File: src/verilog/mem_bus_pkg.sv
// Behaviour
// - read_not_write is high for a transfer that reads an external device and low for one that writes it.
// - read_output_strobe goes low only during a device read, the one window where the device drives the data bus.
// - The four low-active byte lane strobes act as data masks for SDRAM and as per-byte write enables for devices.
// - Strobe bit 0 covers data bits 7:0, bit 1 bits 15:8, bit 2 bits 23:16 and bit 3 bits 31:24.
// - Of the two low-active SDRAM chip selects only the one for the SDRAM being accessed goes low.
// - row_strobe is a low-active row address strobe used during SDRAM transfers.
// - column_strobe is a low-active column address strobe used during SDRAM transfers.
// - sdram_write_strobe goes low during SDRAM write and precharge commands and stays high otherwise.
// - sdram_clock_gate is high during active SDRAM clock cycles.
// - SDRAM read data is taken on the rising edge of read_capture_clock, a board-delayed system clock copy.
package mem_bus_pkg;

  localparam int LANES   = 4;
  localparam int LANE_W  = 8;
  localparam int DATA_W  = LANES * LANE_W;
  localparam int NUM_CS  = 2;
  localparam int ROW_W   = 13;
  localparam int COL_W   = 9;
  localparam int ADDR_W  = ROW_W + COL_W;
  localparam int CNT_W   = 4;

  // Default cycle counts, each the number of clocks spent in that phase
  localparam int RCD_CYCLES = 2;
  localparam int CAS_CYCLES = 2;
  localparam int RP_CYCLES  = 2;
  localparam int DEV_CYCLES = 3;

  localparam logic [LANES-1:0]  STROBE_IDLE = 4'hF;
  localparam logic [NUM_CS-1:0] CS_IDLE     = 2'h3;
  localparam logic [NUM_CS-1:0] CS_ONE      = 2'h1;
  localparam logic              RWN_IDLE    = 1'h1;

  typedef struct packed {
    logic ras_b;
    logic cas_b;
    logic we_b;
  } sdram_cmd_t;

  localparam sdram_cmd_t CMD_NOP   = 3'h7;
  localparam sdram_cmd_t CMD_ACT   = 3'h3;
  localparam sdram_cmd_t CMD_READ  = 3'h5;
  localparam sdram_cmd_t CMD_WRITE = 3'h4;
  localparam sdram_cmd_t CMD_PRE   = 3'h2;

  typedef struct packed {
    logic              sdram;
    logic              cs_sel;
    logic              write;
    logic [ADDR_W-1:0] addr;
    logic [LANES-1:0]  byte_en;
    logic [DATA_W-1:0] wdata;
  } mem_req_t;

  typedef enum logic [2:0] {
    ST_IDLE = 3'h0,
    ST_ACT  = 3'h1,
    ST_RCD  = 3'h2,
    ST_CMD  = 3'h3,
    ST_LAT  = 3'h4,
    ST_PRE  = 3'h5,
    ST_DEV  = 3'h6,
    ST_DONE = 3'h7
  } bus_state_t;

endpackage

File: src/verilog/mem_byte_lane.sv
`timescale 1ns/1ps
module mem_byte_lane #(
  parameter int W = 8
) (
  // Clock and reset
  input  wire logic         clk_sys_i,
  input  wire logic         rst_b_i,
  // Lane control, already at next-cycle timing
  input  wire logic         enable_i,
  input  wire logic         strobe_on_i,
  input  wire logic [W-1:0] wdata_i,
  input  wire logic         capture_i,
  input  wire logic [W-1:0] bus_i,
  // Lane outputs
  output logic              strobe_b_o,
  output logic [W-1:0]      data_o,
  output logic [W-1:0]      rdata_o
);

  logic         strobe_b_next;
  logic [W-1:0] rdata_next;

  // One low-active strobe per lane, serving as mask or write enable
  assign strobe_b_next = !(strobe_on_i && enable_i);
  // Masked lanes read as zero so stale bytes never leak into a response
  assign rdata_next = capture_i ? (enable_i ? bus_i : '0) : rdata_o;

  always_ff @(posedge clk_sys_i or negedge rst_b_i) begin
    if (!rst_b_i) begin
      strobe_b_o <= 1'h1;
      data_o     <= '0;
      rdata_o    <= '0;
    end else begin
      strobe_b_o <= strobe_b_next;
      data_o     <= wdata_i;
      rdata_o    <= rdata_next;
    end
  end

endmodule

File: src/verilog/mem_bus_ctrl.sv
`timescale 1ns/1ps
module mem_bus_ctrl #(
  parameter int RCD_CYCLES = mem_bus_pkg::RCD_CYCLES,
  parameter int CAS_CYCLES = mem_bus_pkg::CAS_CYCLES,
  parameter int RP_CYCLES  = mem_bus_pkg::RP_CYCLES,
  parameter int DEV_CYCLES = mem_bus_pkg::DEV_CYCLES
) (
  // Clock and reset
  input  wire logic                               clk_sys_i,
  input  wire logic                               rst_b_i,
  // Request side
  input  wire logic                               req_valid_i,
  input  wire mem_bus_pkg::mem_req_t              req_i,
  output logic                                    req_ready_o,
  output logic                                    rsp_valid_o,
  output logic [mem_bus_pkg::DATA_W-1:0]          rsp_rdata_o,
  // Bus control pins
  output logic                                    read_not_write_o,
  output logic                                    read_output_strobe_b_o,
  output logic                                    device_select_b_o,
  output logic [mem_bus_pkg::LANES-1:0]           byte_lane_write_strobes_b_o,
  output logic [mem_bus_pkg::ADDR_W-1:0]          mem_addr_o,
  // SDRAM pins
  output logic [mem_bus_pkg::NUM_CS-1:0]          sdram_chip_selects_b_o,
  output logic                                    row_strobe_b_o,
  output logic                                    column_strobe_b_o,
  output logic                                    sdram_write_strobe_b_o,
  output logic                                    sdram_clock_gate_o,
  input  wire logic                               read_capture_clock_i,
  // Data bus, split into in, out and enable
  input  wire logic [mem_bus_pkg::DATA_W-1:0]     memory_data_bus_i,
  output logic [mem_bus_pkg::DATA_W-1:0]          memory_data_bus_o,
  output logic                                    memory_data_bus_oe_o
);

  localparam int CW = mem_bus_pkg::CNT_W;
  localparam logic [CW-1:0] RCD_LOAD = CW'(RCD_CYCLES - 1);
  localparam logic [CW-1:0] CAS_LOAD = CW'(CAS_CYCLES - 1);
  localparam logic [CW-1:0] RP_LOAD  = CW'(RP_CYCLES - 1);
  localparam logic [CW-1:0] DEV_LOAD = CW'(DEV_CYCLES - 1);

  mem_bus_pkg::bus_state_t state_reg;
  mem_bus_pkg::bus_state_t state_next;
  mem_bus_pkg::mem_req_t   req_reg;
  mem_bus_pkg::mem_req_t   req_next;
  mem_bus_pkg::sdram_cmd_t cmd_next;
  logic [CW-1:0]           cnt_reg;
  logic [CW-1:0]           cnt_next;
  logic                    cap_prev_reg;

  logic                               accept_w;
  logic                               cnt_zero_w;
  logic [CW-1:0]                      cnt_dec_w;
  logic                               cap_rise_w;
  logic                               capture_w;
  logic                               sd_active_next;
  logic                               strobe_on_next;
  logic                               drive_next;
  logic [mem_bus_pkg::NUM_CS-1:0]     cs_b_next;
  logic                               rwn_next;
  logic                               oe_b_next;
  logic                               dev_sel_b_next;
  logic [mem_bus_pkg::ADDR_W-1:0]     addr_next;
  logic                               ready_next;
  logic                               rsp_valid_next;

  assign accept_w   = req_valid_i && req_ready_o;
  assign cnt_zero_w = (cnt_reg == '0);
  assign cnt_dec_w  = cnt_reg - CW'(1);
  assign req_next   = accept_w ? req_i : req_reg;

  // The capture clock is a board-delayed copy of the bus clock, so its rising
  // edge is seen here as a low-to-high step between two samples
  assign cap_rise_w = read_capture_clock_i && !cap_prev_reg;
  assign capture_w  = (state_reg == mem_bus_pkg::ST_LAT && cnt_zero_w && cap_rise_w) ||
                      (state_reg == mem_bus_pkg::ST_DEV && cnt_zero_w && !req_reg.write);

  always_comb begin
    state_next = state_reg;
    cnt_next   = cnt_reg;
    unique case (state_reg)
      mem_bus_pkg::ST_IDLE: begin
        if (accept_w) begin
          state_next = req_i.sdram ? mem_bus_pkg::ST_ACT : mem_bus_pkg::ST_DEV;
          cnt_next   = DEV_LOAD;
        end
      end
      mem_bus_pkg::ST_ACT: begin
        state_next = mem_bus_pkg::ST_RCD;
        cnt_next   = RCD_LOAD;
      end
      mem_bus_pkg::ST_RCD: begin
        if (cnt_zero_w) begin
          state_next = mem_bus_pkg::ST_CMD;
        end else begin
          cnt_next = cnt_dec_w;
        end
      end
      mem_bus_pkg::ST_CMD: begin
        state_next = req_reg.write ? mem_bus_pkg::ST_PRE : mem_bus_pkg::ST_LAT;
        cnt_next   = CAS_LOAD;
      end
      mem_bus_pkg::ST_LAT: begin
        // Waits on the capture clock after the latency has run out
        if (!cnt_zero_w) begin
          cnt_next = cnt_dec_w;
        end else if (cap_rise_w) begin
          state_next = mem_bus_pkg::ST_PRE;
        end
      end
      mem_bus_pkg::ST_PRE: begin
        state_next = mem_bus_pkg::ST_DONE;
        cnt_next   = RP_LOAD;
      end
      mem_bus_pkg::ST_DEV: begin
        if (cnt_zero_w) begin
          state_next = mem_bus_pkg::ST_DONE;
          cnt_next   = RP_LOAD;
        end else begin
          cnt_next = cnt_dec_w;
        end
      end
      mem_bus_pkg::ST_DONE: begin
        if (cnt_zero_w) begin
          state_next = mem_bus_pkg::ST_IDLE;
        end else begin
          cnt_next = cnt_dec_w;
        end
      end
      default: begin
        state_next = mem_bus_pkg::ST_IDLE;
      end
    endcase
  end

  // Pin values are decoded from the next state so every pin is a flop
  assign sd_active_next = (state_next == mem_bus_pkg::ST_ACT) ||
                          (state_next == mem_bus_pkg::ST_RCD) ||
                          (state_next == mem_bus_pkg::ST_CMD) ||
                          (state_next == mem_bus_pkg::ST_LAT) ||
                          (state_next == mem_bus_pkg::ST_PRE);

  assign cmd_next = (state_next == mem_bus_pkg::ST_ACT) ? mem_bus_pkg::CMD_ACT :
                    (state_next == mem_bus_pkg::ST_PRE) ? mem_bus_pkg::CMD_PRE :
                    (state_next != mem_bus_pkg::ST_CMD) ? mem_bus_pkg::CMD_NOP :
                    req_next.write ? mem_bus_pkg::CMD_WRITE :
                    mem_bus_pkg::CMD_READ;

  // Select stays low through the NOP waits so only one SDRAM sees the access
  assign cs_b_next = sd_active_next ? ~(mem_bus_pkg::CS_ONE << req_next.cs_sel) :
                     mem_bus_pkg::CS_IDLE;

  assign rwn_next = (state_next == mem_bus_pkg::ST_IDLE) ? mem_bus_pkg::RWN_IDLE :
                    !req_next.write;

  assign oe_b_next = !(state_next == mem_bus_pkg::ST_DEV && !req_next.write);

  assign dev_sel_b_next = (state_next != mem_bus_pkg::ST_DEV);

  // SDRAM masks cover the command and the read latency; device reads use no strobes
  assign strobe_on_next = (state_next == mem_bus_pkg::ST_CMD) ||
                          (state_next == mem_bus_pkg::ST_LAT) ||
                          (state_next == mem_bus_pkg::ST_DEV && req_next.write);

  assign drive_next = req_next.write && ((state_next == mem_bus_pkg::ST_CMD) ||
                                         (state_next == mem_bus_pkg::ST_DEV));

  assign addr_next = (state_next == mem_bus_pkg::ST_ACT) ?
                       mem_bus_pkg::ADDR_W'(req_next.addr[mem_bus_pkg::ADDR_W-1:mem_bus_pkg::COL_W]) :
                     (state_next == mem_bus_pkg::ST_CMD) ?
                       mem_bus_pkg::ADDR_W'(req_next.addr[mem_bus_pkg::COL_W-1:0]) :
                     req_next.addr;

  assign ready_next     = (state_next == mem_bus_pkg::ST_IDLE);
  assign rsp_valid_next = (state_next == mem_bus_pkg::ST_DONE) &&
                          (state_reg != mem_bus_pkg::ST_DONE);

  always_ff @(posedge clk_sys_i or negedge rst_b_i) begin
    if (!rst_b_i) begin
      state_reg    <= mem_bus_pkg::ST_IDLE;
      cnt_reg      <= '0;
      req_reg      <= '0;
      cap_prev_reg <= 1'h0;
    end else begin
      state_reg    <= state_next;
      cnt_reg      <= cnt_next;
      req_reg      <= req_next;
      cap_prev_reg <= read_capture_clock_i;
    end
  end

  always_ff @(posedge clk_sys_i or negedge rst_b_i) begin
    if (!rst_b_i) begin
      row_strobe_b_o         <= mem_bus_pkg::CMD_NOP.ras_b;
      column_strobe_b_o      <= mem_bus_pkg::CMD_NOP.cas_b;
      sdram_write_strobe_b_o <= mem_bus_pkg::CMD_NOP.we_b;
      sdram_chip_selects_b_o <= mem_bus_pkg::CS_IDLE;
      sdram_clock_gate_o     <= 1'h0;
      read_not_write_o       <= mem_bus_pkg::RWN_IDLE;
      read_output_strobe_b_o <= 1'h1;
      device_select_b_o      <= 1'h1;
      memory_data_bus_oe_o   <= 1'h0;
      mem_addr_o             <= '0;
      req_ready_o            <= 1'h0;
      rsp_valid_o            <= 1'h0;
    end else begin
      row_strobe_b_o         <= cmd_next.ras_b;
      column_strobe_b_o      <= cmd_next.cas_b;
      sdram_write_strobe_b_o <= cmd_next.we_b;
      sdram_chip_selects_b_o <= cs_b_next;
      sdram_clock_gate_o     <= sd_active_next;
      read_not_write_o       <= rwn_next;
      read_output_strobe_b_o <= oe_b_next;
      device_select_b_o      <= dev_sel_b_next;
      memory_data_bus_oe_o   <= drive_next;
      mem_addr_o             <= addr_next;
      req_ready_o            <= ready_next;
      rsp_valid_o            <= rsp_valid_next;
    end
  end

  // Lane i owns strobe bit i and data bits 8i+7 down to 8i
  genvar gi;
  generate
    for (gi = 0; gi < mem_bus_pkg::LANES; gi++) begin : g_lane
      mem_byte_lane #(
        .W (mem_bus_pkg::LANE_W)
      ) u_lane (
        .clk_sys_i   (clk_sys_i),
        .rst_b_i     (rst_b_i),
        .enable_i    (req_next.byte_en[gi]),
        .strobe_on_i (strobe_on_next),
        .wdata_i     (req_next.wdata[gi*mem_bus_pkg::LANE_W +: mem_bus_pkg::LANE_W]),
        .capture_i   (capture_w),
        .bus_i       (memory_data_bus_i[gi*mem_bus_pkg::LANE_W +: mem_bus_pkg::LANE_W]),
        .strobe_b_o  (byte_lane_write_strobes_b_o[gi]),
        .data_o      (memory_data_bus_o[gi*mem_bus_pkg::LANE_W +: mem_bus_pkg::LANE_W]),
        .rdata_o     (rsp_rdata_o[gi*mem_bus_pkg::LANE_W +: mem_bus_pkg::LANE_W])
      );
    end
  endgenerate
endmodule

File: config.mk
export PLATFORM = sky130hd
export DESIGN_NAME = mem_bus_ctrl
export DESIGN_NICKNAME = d
export VERILOG_FILES = /design/src/verilog/mem_bus_pkg.sv /design/src/verilog/mem_byte_lane.sv /design/src/verilog/mem_bus_ctrl.sv
export SDC_FILE = /design/constraint.sdc
export NUM_CORES = 1
export LEC_CHECK = 0
export CORE_ASPECT_RATIO = 0.6
export CORE_MARGIN = 5
export CORE_UTILIZATION = 35
export CTS_CLUSTER_SIZE = 8
export DETAILED_ROUTE_END_ITERATION = 16
export DONT_BUFFER_PORTS = 1
export PLACE_DENSITY_LB_ADDON = 0.08
export SYNTH_ARGS = -nofsm -noshare
export SYNTH_HDL_FRONTEND = slang
export SYNTH_SLANG_ARGS = --single-unit
File: constraint.sdc
create_clock -name clk_sys_i -period 2.85 [get_ports clk_sys_i]
set_clock_uncertainty 0.2 [all_clocks]
set_input_delay 0.285 -clock clk_sys_i [delete_from_list [all_inputs] [get_ports clk_sys_i]]
set_output_delay 0.285 -clock clk_sys_i [all_outputs]
set_load 0.05 [all_outputs]
Yosys cells after proc, flatten, opt, wreduce, memory -nomap -nowiden
Cells that the tools add are included.
{ "word_totals": {"wordCells": 116, "output_inout_bits": 102, "ff_bits": 170, "input_bits": 97} }
{ "op_classes": {"reduce_logical": 36, "add_sub_neg": 1, "n_bitwise": 1, "n_eq_ne": 19, "n_mux": 26, "n_shift": 1} }
{ "op_table": {"columns": ["operator", "count"], "rows": [
  ["60-bit 2-to-1 mux", 1],
  ["22-bit 2-to-1 mux", 2],
  ["8-bit 2-to-1 mux", 4],
  ["3-bit 2-to-1 mux", 9],
  ["3-bit == test (second input constant)", 8],
  ["3-bit one-hot mux with 8 select lines", 1],
  ["4-bit one-hot mux with 4 select lines", 1],
  ["1-bit logical AND", 14],
  ["3-bit by 2-bit == test with 1-bit output (second input constant)", 4],
  ["4-bit 2-to-1 mux", 3],
  ["1-bit zero test", 8],
  ["1-bit logical OR", 8],
  ["3-bit by 1-bit == test with 1-bit output (second input constant)", 2],
  ["3-bit zero test", 2],
  ["3-bit != test (second input constant)", 2],
  ["3-bit OR reduction", 2],
  ["4-bit zero test", 1],
  ["2-bit 2-to-1 mux", 2],
  ["2-bit != test (second input constant)", 2],
  ["4-bit by 1-bit subtractor with 4-bit output (second input constant)", 1],
  ["1-bit 2-to-1 mux", 3],
  ["3-bit by 2-bit != test with 1-bit output (second input constant)", 1],
  ["2-bit NOT", 1],
  ["2-bit AND reduction", 1],
  ["1-bit by 1-bit left shift with 2-bit output (first input constant)", 1]
]} }

Longest topological paths before layout
Gate-level depths: netlist of run 1.
{ "logic_depth": {"ltp_word": 11, "ltp_mapped": 10, "mapped_depth_nobuf": 7} }

By module
From an unflattened synthesis of run 1, not the netlist that was laid out.
{ "hier_totals": {"hier_cells": 484, "hier_area_um2": 6404.9} }
{ "by_module_without_submodules": {"columns": ["mod", "seq_area_each_um2", "area_per_inst_um2", "n_inst", "cells_each"], "rows": [
  ["mem_bus_ctrl", 2562.5, 4072.7, 1, 308],
  ["mem_byte_lane", 426.7, 583.1, 4, 44]
]} }

Worst setup path after synthesis of run 1
OpenSTA, ideal clock, no wires.
{ "synth_timing": {"path_kind": "register to register", "startpoint": "reg cnt_reg[0]", "endpoint": "reg mem_addr_o[12] in the netlist's numbering", "arrival_ns": 1.863, "n_path_buf": 2, "path_stages_with_launch": 9, "required_ns": 2.524, "synth_period_minus_slack_ns": 2.189, "setup_slack_ns": 0.661, "path_cell_list": "dfrtp_1 inv_1 ha_1 or3b_1 buf_6 or2_1 buf_6 and3_1 a221o_1"} }
{ "synth_via": {"elab_chain_len": 6, "elab_cells_between_ends": 10, "classes_between": "eq/ne: 2; mux: 7; reduce/logical: 1"} }
{ "synth_rtl": {"columns": ["item", "line", "text"], "rows": [
  ["start: declaration", "mem_bus_ctrl.sv:47", "logic [CW-1:0] cnt_reg;"],
  ["start signal: assignment", "mem_bus_ctrl.sv:186", "cnt_reg <= cnt_next;"],
  ["4-bit zero test *", "mem_bus_ctrl.sv:68", "assign cnt_zero_w = (cnt_reg == '0);"],
  ["3-bit 2-to-1 mux, on equally long branches", null, null],
  ["3-bit one-hot mux with 8 select lines *", "mem_bus_ctrl.sv:81", "unique case (state_reg)"],
  ["3-bit by 2-bit == test with 1-bit output", "mem_bus_ctrl.sv:170", "(state_next == mem_bus_pkg::ST_CMD) ?"],
  ["22-bit 2-to-1 mux", "mem_bus_ctrl.sv:170", null],
  ["22-bit 2-to-1 mux *", "mem_bus_ctrl.sv:168", "assign addr_next = (state_next == mem_bus_pkg::ST_ACT) ?"],
  ["named net addr_next, one bit", "mem_bus_ctrl.sv:63", "logic [mem_bus_pkg::ADDR_W-1:0] addr_next;"],
  ["end signal: assignment", "mem_bus_ctrl.sv:216", "mem_addr_o <= addr_next;"],
  ["end: declaration", "mem_bus_ctrl.sv:22", "output logic [mem_bus_pkg::ADDR_W-1:0] mem_addr_o,"]
]} }
The timed path passes the listed nets; every way through them passes the cells marked *.
A chain may end at the register's enable or synchronous reset.

Worst setup path in the final report of run 1
Ends and elaborated chain as after synthesis.

==> run summary, run 1 <==
- 35.2% — initial standard-cell utilization of the core
- sky130_fd_sc_hd__nand2_1 (196), sky130_fd_sc_hd__dfrtp_1 (126), sky130_fd_sc_hd__buf_4 (36) — top cells by count, synth
- 0.00201 mm2 — area of the multi-input gates
- 23900 um — wire length of the first global-routing pass
- sky130_fd_sc_hd__dfrtp_1 — cell type with the highest aggregate area in the netlist
- sky130_fd_sc_hd__nand2_1 — most frequent cell after synthesis
- simple AND/OR/NAND/NOR gates — dominant combinational cell family by area after synthesis
- 139 — maximum number of pins on one net before global-route repair
- 643 ps — Worst-Margin Slew
- 0.00347 mm2 — register area
- 59 — number of different library cells in the post-synthesis netlist
- 892 — number of standard cells in the final layout excluding fillers
- 0.817 — last weighted congestion value of the routability-driven placer
- 2 — buffer depth of the longest clock path
- 111 um — vertical die dimension
- 1625 — Filler Cell Count
- 0.00749 mm2 — Finished Cell Area
- 199 — number of top-level pins
- 138 — flip-flop and latch count after synthesis
- 764 — cell total after placement
- 60 ps — clock transition time at the flip-flop clock pins of the worst setup and hold paths
- 1360 mW/mm2 — power per standard cell area
- 17 — total clock buffers created by CTS
- yes — clock tree from TritonCTS
- 4 — depth of the CTS H-tree
- 685 — Mapped Nets
- 0 — max-capacitance violation count
- false — setup repair after global routing missed its margin
- 138 — number of failing hold endpoints at the final stage
- -633 ps — hold slack final
- 138 — clock tree sinks
- 57.1% — headroom to the max-slew limit
- 744 — final layout net count
- 0.486 mV — maximum VDD drop
- 2370 ps — post-route minimum period
- negative hold slack — failing checks
- 0 — remaining routing DRC violations
- sky130_fd_sc_hd__clkbuf_16 — clock tree root driver cell
- 586 — synthesized netlist cell count
- 83.0% — fraction of the cycle the final worst path needs
- flip-flop — CP endpoint kind
- 0 — number of diodes added for antenna fixing
- 37 — Rows
- 0.0199 mm2 — full die area
- 52.8% — area share of the largest cell type after synthesis
- 0 — Slew Viols, Final
- 0.0169 mm2 — Std-Cell Core Area
- 4 — first-pass iteration count of the detailed router
- 4233 — DR vias
- 9.81% — compound-gate portion of the synthesized area
- reg -> reg — critical path class
- 0.419% — share of synthesized cell area in full adder, half adder and majority cells
- 0.00592 mm2 — area after detailed placement
- finished with violations — run status
- 16.9 um — Routed WL per cell
- 423 MHz — maximum clock frequency
- 0 — final global-route overflow total
- 410 ps — later-pin clock latency in the skew report
- 3.39 nW — Lkg Pwr
- 8 — Critical Path Fanout Max
- 0 — remaining number of nets flagged by the antenna check after routing
- flip-flop — startpoint types
- 96 — hold buffers post-CTS
- 15100 um — Final Routed Wirelength
- cnt_reg[0]$_DFFE_PN0P_ — CP startpoint
- sky130_fd_sc_hd__dfrtp_1 (53%), sky130_fd_sc_hd__nand2_1 (12%), sky130_fd_sc_hd__dfstp_2 (5.3%) — dominant cells by area after synthesis
- 17.9% — basic-gate share of the synthesized area counting and, or, nand and nor cells
- 0 — # port buffers
- 4.75 — vias per inst
- 0 — Synthesis Warnings
- 10.2 um2 — Avg Synthesized Cell Area
- 15.3% — GRT Resource Usage Total
- 4436 — number of global-route vias before repair
- in -> async — worst min-delay path class
- 2460 ps — data arrival time of the critical path
- 9930 um — DP HPWL
- 0 — Setup violations, final
- 13.7% — fraction of final layout cells with drive strength greater than 1
- 0 ps — TNS Setup
- 2940 ps — required time worst endpoint
- 0 — antenna violations before repair
- 100% — async set-or-reset flop fraction in the synthesized netlist
- 0.293% — fraction of synthesized cell area in xor and xnor cells
- 179 um — chip width
- 0 — EDFF count, synth
- 25.5% — area overhead of the layout relative to synthesis
- 58.1% — sequential share of the synthesized area
- 185 — first-iteration detailed-routing DRC count
- 0.00597 mm2 — total standard cell area after synthesis
- 4.90% — multiplexer fraction of the synthesized cell area
- cnt_reg[0]$_DFFE_PN0P_ — launching point of the worst reg2reg path
- sky130_fd_sc_hd__dfrtp_1 — most instantiated flip-flop cell in the synthesis netlist
==> logic make-up (layout without fill, tap and decap cells) <==
logic type	after synthesis	after routing
flip-flops	138	138
XOR/XNOR	2	2
adder cells (fa/ha/maj)	2	2
AND/OR/NAND/NOR	249	249
multiplexers	27	27
buffers and inverters	82	154
AO/OA/AOI/OAI	86	86
==> critical path, stage by stage, from the launching register on <==
cell and delay, ps:
sky130_fd_sc_hd__dfrtp_1 410, sky130_fd_sc_hd__inv_1 130, sky130_fd_sc_hd__ha_1 180, sky130_fd_sc_hd__or3b_1 490
sky130_fd_sc_hd__or2_1 400, sky130_fd_sc_hd__and3_1 190, sky130_fd_sc_hd__a221o_1 250
==> cells in the final DEF, fill, tap and decap left out, types with 4 or more instances in the layout <==
| master | Yosys | final |
|---|---|---|
| sky130_fd_sc_hd__nand2_1 | 196 | 195 |
| sky130_fd_sc_hd__dfrtp_1 | 126 | 126 |
| sky130_fd_sc_hd__dlygate4sd3_1 | 0 | 96 |
| sky130_fd_sc_hd__o21ai_1 | 28 | 28 |
| sky130_fd_sc_hd__mux2_2 | 18 | 18 |
| sky130_fd_sc_hd__clkbuf_16 | 0 | 17 |
| sky130_fd_sc_hd__inv_1 | 15 | 15 |
| sky130_fd_sc_hd__dfstp_2 | 12 | 12 |
| sky130_fd_sc_hd__nand3_1 | 11 | 11 |
| sky130_fd_sc_hd__o21ai_0 | 10 | 10 |
| sky130_fd_sc_hd__mux2i_1 | 9 | 9 |
| sky130_fd_sc_hd__nor2_1 | 8 | 8 |
| sky130_fd_sc_hd__o211ai_1 | 8 | 8 |
| sky130_fd_sc_hd__buf_4 | 36 | 8 |
| sky130_fd_sc_hd__a21oi_1 | 6 | 6 |
| sky130_fd_sc_hd__a21oi_2 | 6 | 6 |
| sky130_fd_sc_hd__nand4_1 | 5 | 5 |
| sky130_fd_sc_hd__o31ai_1 | 4 | 4 |
| sky130_fd_sc_hd__nand2b_1 | 4 | 4 |
| sky130_fd_sc_hd__nor2b_1 | 4 | 4 |
| sky130_fd_sc_hd__clkinv_2 | 0 | 4 |
==> report_power, final <==
part | internal (mW) | switching [mW] | leakage [nW] | total, mW
sequential | 2.85 | 2.79 | 1.72 | 5.64
clock | 1.44 | 0.820 | 0.303 | 2.26
combinational | 0.954 | 1.35 | 1.37 | 2.30
==> area by class of cell <==
| class | instances | share of cell area (%) |
|---|---|---|
| Clock buffer | 21 | 6.28 |
| Clock inverter | 11 | 1.92 |
| Sequential cell | 138 | 46.3 |
| Inverter | 17 | 0.885 |
| Tap cell | 234 | 3.91 |
| Timing Repair Buffer | 105 | 13.9 |
| Multi-Input combinational cell | 366 | 26.8 |
==> routing by layer <==
layer	vias up	share of wire, %	GRT usage, %
met4	0	0.97	4.65
met2	144	46	23.5
met1	2057	44	19.8
li1	2021	-	-
met5	-	0	0
met3	11	8.8	6.48
==> worst paths after layout <==
kind | end | slack, ps | cells past startpoint
min in group clk_sys_i | sdram_chip_selects_b_o[1]$_DFF_PN1_ | 20 | 3
worst max register to register | mem_addr_o[12]$_DFF_PN0_ | 480 | 6
max in group asynchronous | g_lane[2].u_lane.strobe_b_o$_DFF_PN1_ | 2840 | 0
worst max-delay path | mem_addr_o[12]$_DFF_PN0_ | 480 | 6
worst min-delay path | req_reg[42]$_DFF_PN0_ | -630 | 0
worst min register to register | req_reg[38]$_DFF_PN0_ | 280 | 2
==> through the flow <==
step                      power [mW]  hold WS, ps  setup WS [ps]  util, %
after floorplan                 7.56         -211            661        -
after global placement          7.83         -207            544     34.9
after detailed placement        7.85         -205            496     34.9
after CTS                       10.3         -656            479     44.2
after global routing            10.8         -665            372     44.2
final                           10.2         -633            485     44.2
==> repair_timing <==
| item | 4_1_cts | 5_1_grt |
|---|---|---|
| endpoints found under the setup margin | 0 | 0 |
| hold endpoints to repair | 254 | 138 |
| setup buffers | 0 | 0 |
| gates resized for setup | 0 | 0 |
Power figures use the tool's default switching activity.
==> run 2, diff against run 1 <==
==> constraint.sdc (replaced) <==
create_clock -name clk_sys_i -period 2.2 [get_ports clk_sys_i]
set_clock_uncertainty 0.2 [all_clocks]
set_input_delay 0.22 -clock clk_sys_i [delete_from_list [all_inputs] [get_ports clk_sys_i]]
set_output_delay 0.22 -clock clk_sys_i [all_outputs]
set_load 0.05 [all_outputs]
==> run summary, run 2 (synthesis results as in run 1) <==
- in -> async — worst min-delay path class, unchanged
- 3.49 nW — Lkg Pwr, was 3.39 nW
- 7 — count of cells along the worst register-to-register path, was 6
- 179 um — chip width, unchanged
- 2290 ps — required time worst endpoint, was 2940 ps
- 912 — number of standard cells in the final layout excluding fillers, was 892
- 5 — Critical Path Fanout Max, was 8
- cnt_reg[2]$_DFFE_PN0P_ — Critical Path End, was mem_addr_o[12]$_DFF_PN0_
- 4 — first-pass iteration count of the detailed router, unchanged
- 37 — Rows, unchanged
- 1627 — Filler Cell Count, was 1625
- 10100 um — DP HPWL, was 9930 um
- 0 — max-capacitance violation count, unchanged
- reg -> reg — critical path class, unchanged
- sky130_fd_sc_hd__nand2_1 (195), sky130_fd_sc_hd__dfrtp_1 (125), sky130_fd_sc_hd__dlygate4sd3_1 (94), sky130_fd_sc_hd__o21ai_1 (28), sky130_fd_sc_hd__buf_4 (26) — most frequent cells in the layout, was sky130_fd_sc_hd__nand2_1 (195), sky130_fd_sc_hd__dfrtp_1 (126), sky130_fd_sc_hd__dlygate4sd3_1 (96), sky130_fd_sc_hd__o21ai_1 (28), sky130_fd_sc_hd__mux2_2 (18)
- 4292 — DR vias, was 4233
- sky130_fd_sc_hd__or3b_4 — cell with the biggest individual delay on the critical path, was sky130_fd_sc_hd__or3b_1
- 4399 — number of global-route vias before repair, was 4436
- 0 — remaining routing DRC violations, unchanged
- 0 — final global-route overflow total, unchanged
- simple AND/OR/NAND/NOR gates — gate family responsible for the most delay along the worst path, unchanged
- -700 ps — hold slack final, was -633 ps
- 15300 um — Final Routed Wirelength, was 15100 um
- 94 — hold buffers post-CTS, was 96
- 262 — first-iteration detailed-routing DRC count, was 185
- 0 — # port buffers, unchanged
- 0.0199 mm2 — full die area, unchanged
- 199 — number of top-level pins, unchanged
- inv_2, ha_4, or3b_4, buf_6, a311o_1, and2_4, a32o_1 — cell chain of the critical path, was inv_1, ha_1, or3b_1, or2_1, and3_1, a221o_1
- 2270 ps — data arrival time of the critical path, was 2460 ps
- 0.0169 mm2 — Std-Cell Core Area, unchanged
- 2 — count of buffering cells on the critical path with inverters included, was 1
- 410 ps — later-pin clock latency in the skew report, about the same
- 1740 mW/mm2 — power per standard cell area, was 1360 mW/mm2
- yes — clock tree from TritonCTS, unchanged
- 764 — final layout net count, was 744
- cnt_reg[2]$_DFFE_PN0P_ — capture point of the worst reg-to-reg path, was mem_addr_o[12]$_DFF_PN0_
- 60 ps — clock transition time at the flip-flop clock pins of the worst setup and hold paths, about the same
- sky130_fd_sc_hd__nand2_1 — most common cell after layout, fill and taps aside, unchanged
- 99.4% — fraction of the cycle the final worst path needs, was 83.0%
- 0 — antenna violations before repair, unchanged
- 504 ps — Worst-Margin Slew, was 643 ps
- flip-flop — CP endpoint kind, unchanged
- 10 ps — setup slack of the worst register-to-register path, was 480 ps
- negative hold slack — failing checks, unchanged
- finished with violations — run status, unchanged
- flip-flop — startpoint types, unchanged
- 0 — Slew Viols, Final, unchanged
- 0 — number of diodes added for antenna fixing, unchanged
- 16.8 um — Routed WL per cell, was 16.9 um
- 111 um — vertical die dimension, unchanged
- 0 — Setup violations, final, unchanged
- 17.8% — fraction of final layout cells with drive strength greater than 1, was 13.7%
- 420 ps — CP max stage delay, was 490 ps
- 4 — depth of the CTS H-tree, unchanged
- 7 — Worst path depth, was 6
- 2190 ps — post-route minimum period, was 2370 ps
- 4.71 — vias per inst, was 4.75
- 15.4% — GRT Resource Usage Total, was 15.3%
- 0 ps — TNS Setup, unchanged
- 17 — total clock buffers created by CTS, unchanged
- 29.5% — area overhead of the layout relative to synthesis, was 25.5%
- 0 — remaining number of nets flagged by the antenna check after routing, unchanged
- 0.846 — last weighted congestion value of the routability-driven placer, was 0.817
- 66.4% — headroom to the max-slew limit, was 57.1%
- cnt_reg[1]$_DFFE_PN0P_ — CP startpoint, was cnt_reg[0]$_DFFE_PN0P_
- sky130_fd_sc_hd__clkbuf_16 — clock tree root driver cell, unchanged
- 24000 um — wire length of the first global-routing pass, was 23900 um
- 138 — number of failing hold endpoints at the final stage, unchanged
- 138 — clock tree sinks, unchanged
- true — setup repair after global routing missed its margin, was false
- 2 — buffer depth of the longest clock path, unchanged
- 35.2% — initial standard-cell utilization of the core, unchanged
- 457 MHz — maximum clock frequency, was 423 MHz
- 0.600 mV — maximum VDD drop, was 0.486 mV
- 139 — maximum number of pins on one net before global-route repair, unchanged
- 784 — cell total after placement, was 764
- cnt_reg[1]$_DFFE_PN0P_ — launching point of the worst reg2reg path, was cnt_reg[0]$_DFFE_PN0P_
run 2: cell count changes in the layout (fill, tap and decap cells not counted), moves of 2 or more:
cell,before,now
sky130_fd_sc_hd__inv_1,15,13
sky130_fd_sc_hd__inv_2,1,3
sky130_fd_sc_hd__clkinv_2,4,1
sky130_fd_sc_hd__dlygate4sd3_1,96,94
sky130_fd_sc_hd__buf_12,1,4
sky130_fd_sc_hd__clkbuf_8,3,5
sky130_fd_sc_hd__clkinvlp_4,1,4
sky130_fd_sc_hd__buf_4,8,26
run 2: worst min path at each step:
| stage | end | slack (ps) |
|---|---|---|
| finish | req_reg[40]$_DFF_PN0_ | -700 |
| global route | req_reg[40]$_DFF_PN0_ | -730 |
| CTS | req_reg[40]$_DFF_PN0_ | -720 |
| detailed placement | req_reg[40]$_DFF_PN0_ | -270 |
| global placement | req_reg[40]$_DFF_PN0_ | -270 |
| floorplan | cap_prev_reg$_DFF_PN0_ | -280 |
run 2: report_power, final:
group          switching [mW]  internal [mW]  total (mW)  leakage (nW)
clock network            1.06           1.82        2.88         0.288
registers                3.57           3.69        7.26          1.72
logic                    1.88           1.44        3.32          1.49
total                    6.51           6.95        13.5          3.49
run 2: stage by stage:
step	power [mW]	setup WS, ps	area [um2]	hold slack (ps)	util (%)
final	13.5	13.3	7730	-700	45.6
after global routing	14.2	-30.6	7730	-730	45.6
after CTS	13.5	20.4	7660	-721	45.2
after detailed placement	10.4	-39.7	6110	-271	36.0
after global placement	10.3	15.8	6110	-271	36.0
after floorplan	9.79	11.2	5970	-276	-
run 2: repair_timing:
action / CTS / global route
resized for setup: 1 / 13
hold endpoints to repair: 265 / 138
gates cloned: 0 / 0
setup buffers: 0 / 2
pin swaps: 0 / 3
endpoints found under the setup margin: 12 / 23
run 2: metal layers:
layer / wire length, um / up-vias / global-route usage (%)
li1: - / 2059 / -
met1: 6800 / 2091 / 20.2
met2: 6920 / 131 / 23.3
met3: 1460 / 11 / 6.82
met4: 120 / 0 / 4.34
met5: 0 / - / 0
run 2: worst register-to-register path: cells and delay by family (launching register included):
kind	cells	cell delay (ps)
AOI/OAI and AO/OA	2	550
adders and majority gates	1	130
buffers and inverters	2	230
DFF	1	390
and+or+nand+nor	2	570
run 2: layout make-up:
class	instances	area [um2]	share of cell area, %
inverter	17	66.3	0.857
timing repair buffer	125	1230	15.9
tap	234	293	3.79
clock inverter	9	113	1.46
multi-input combinational	366	2070	26.7
sequential	138	3470	44.9
clock buffer	23	498	6.44
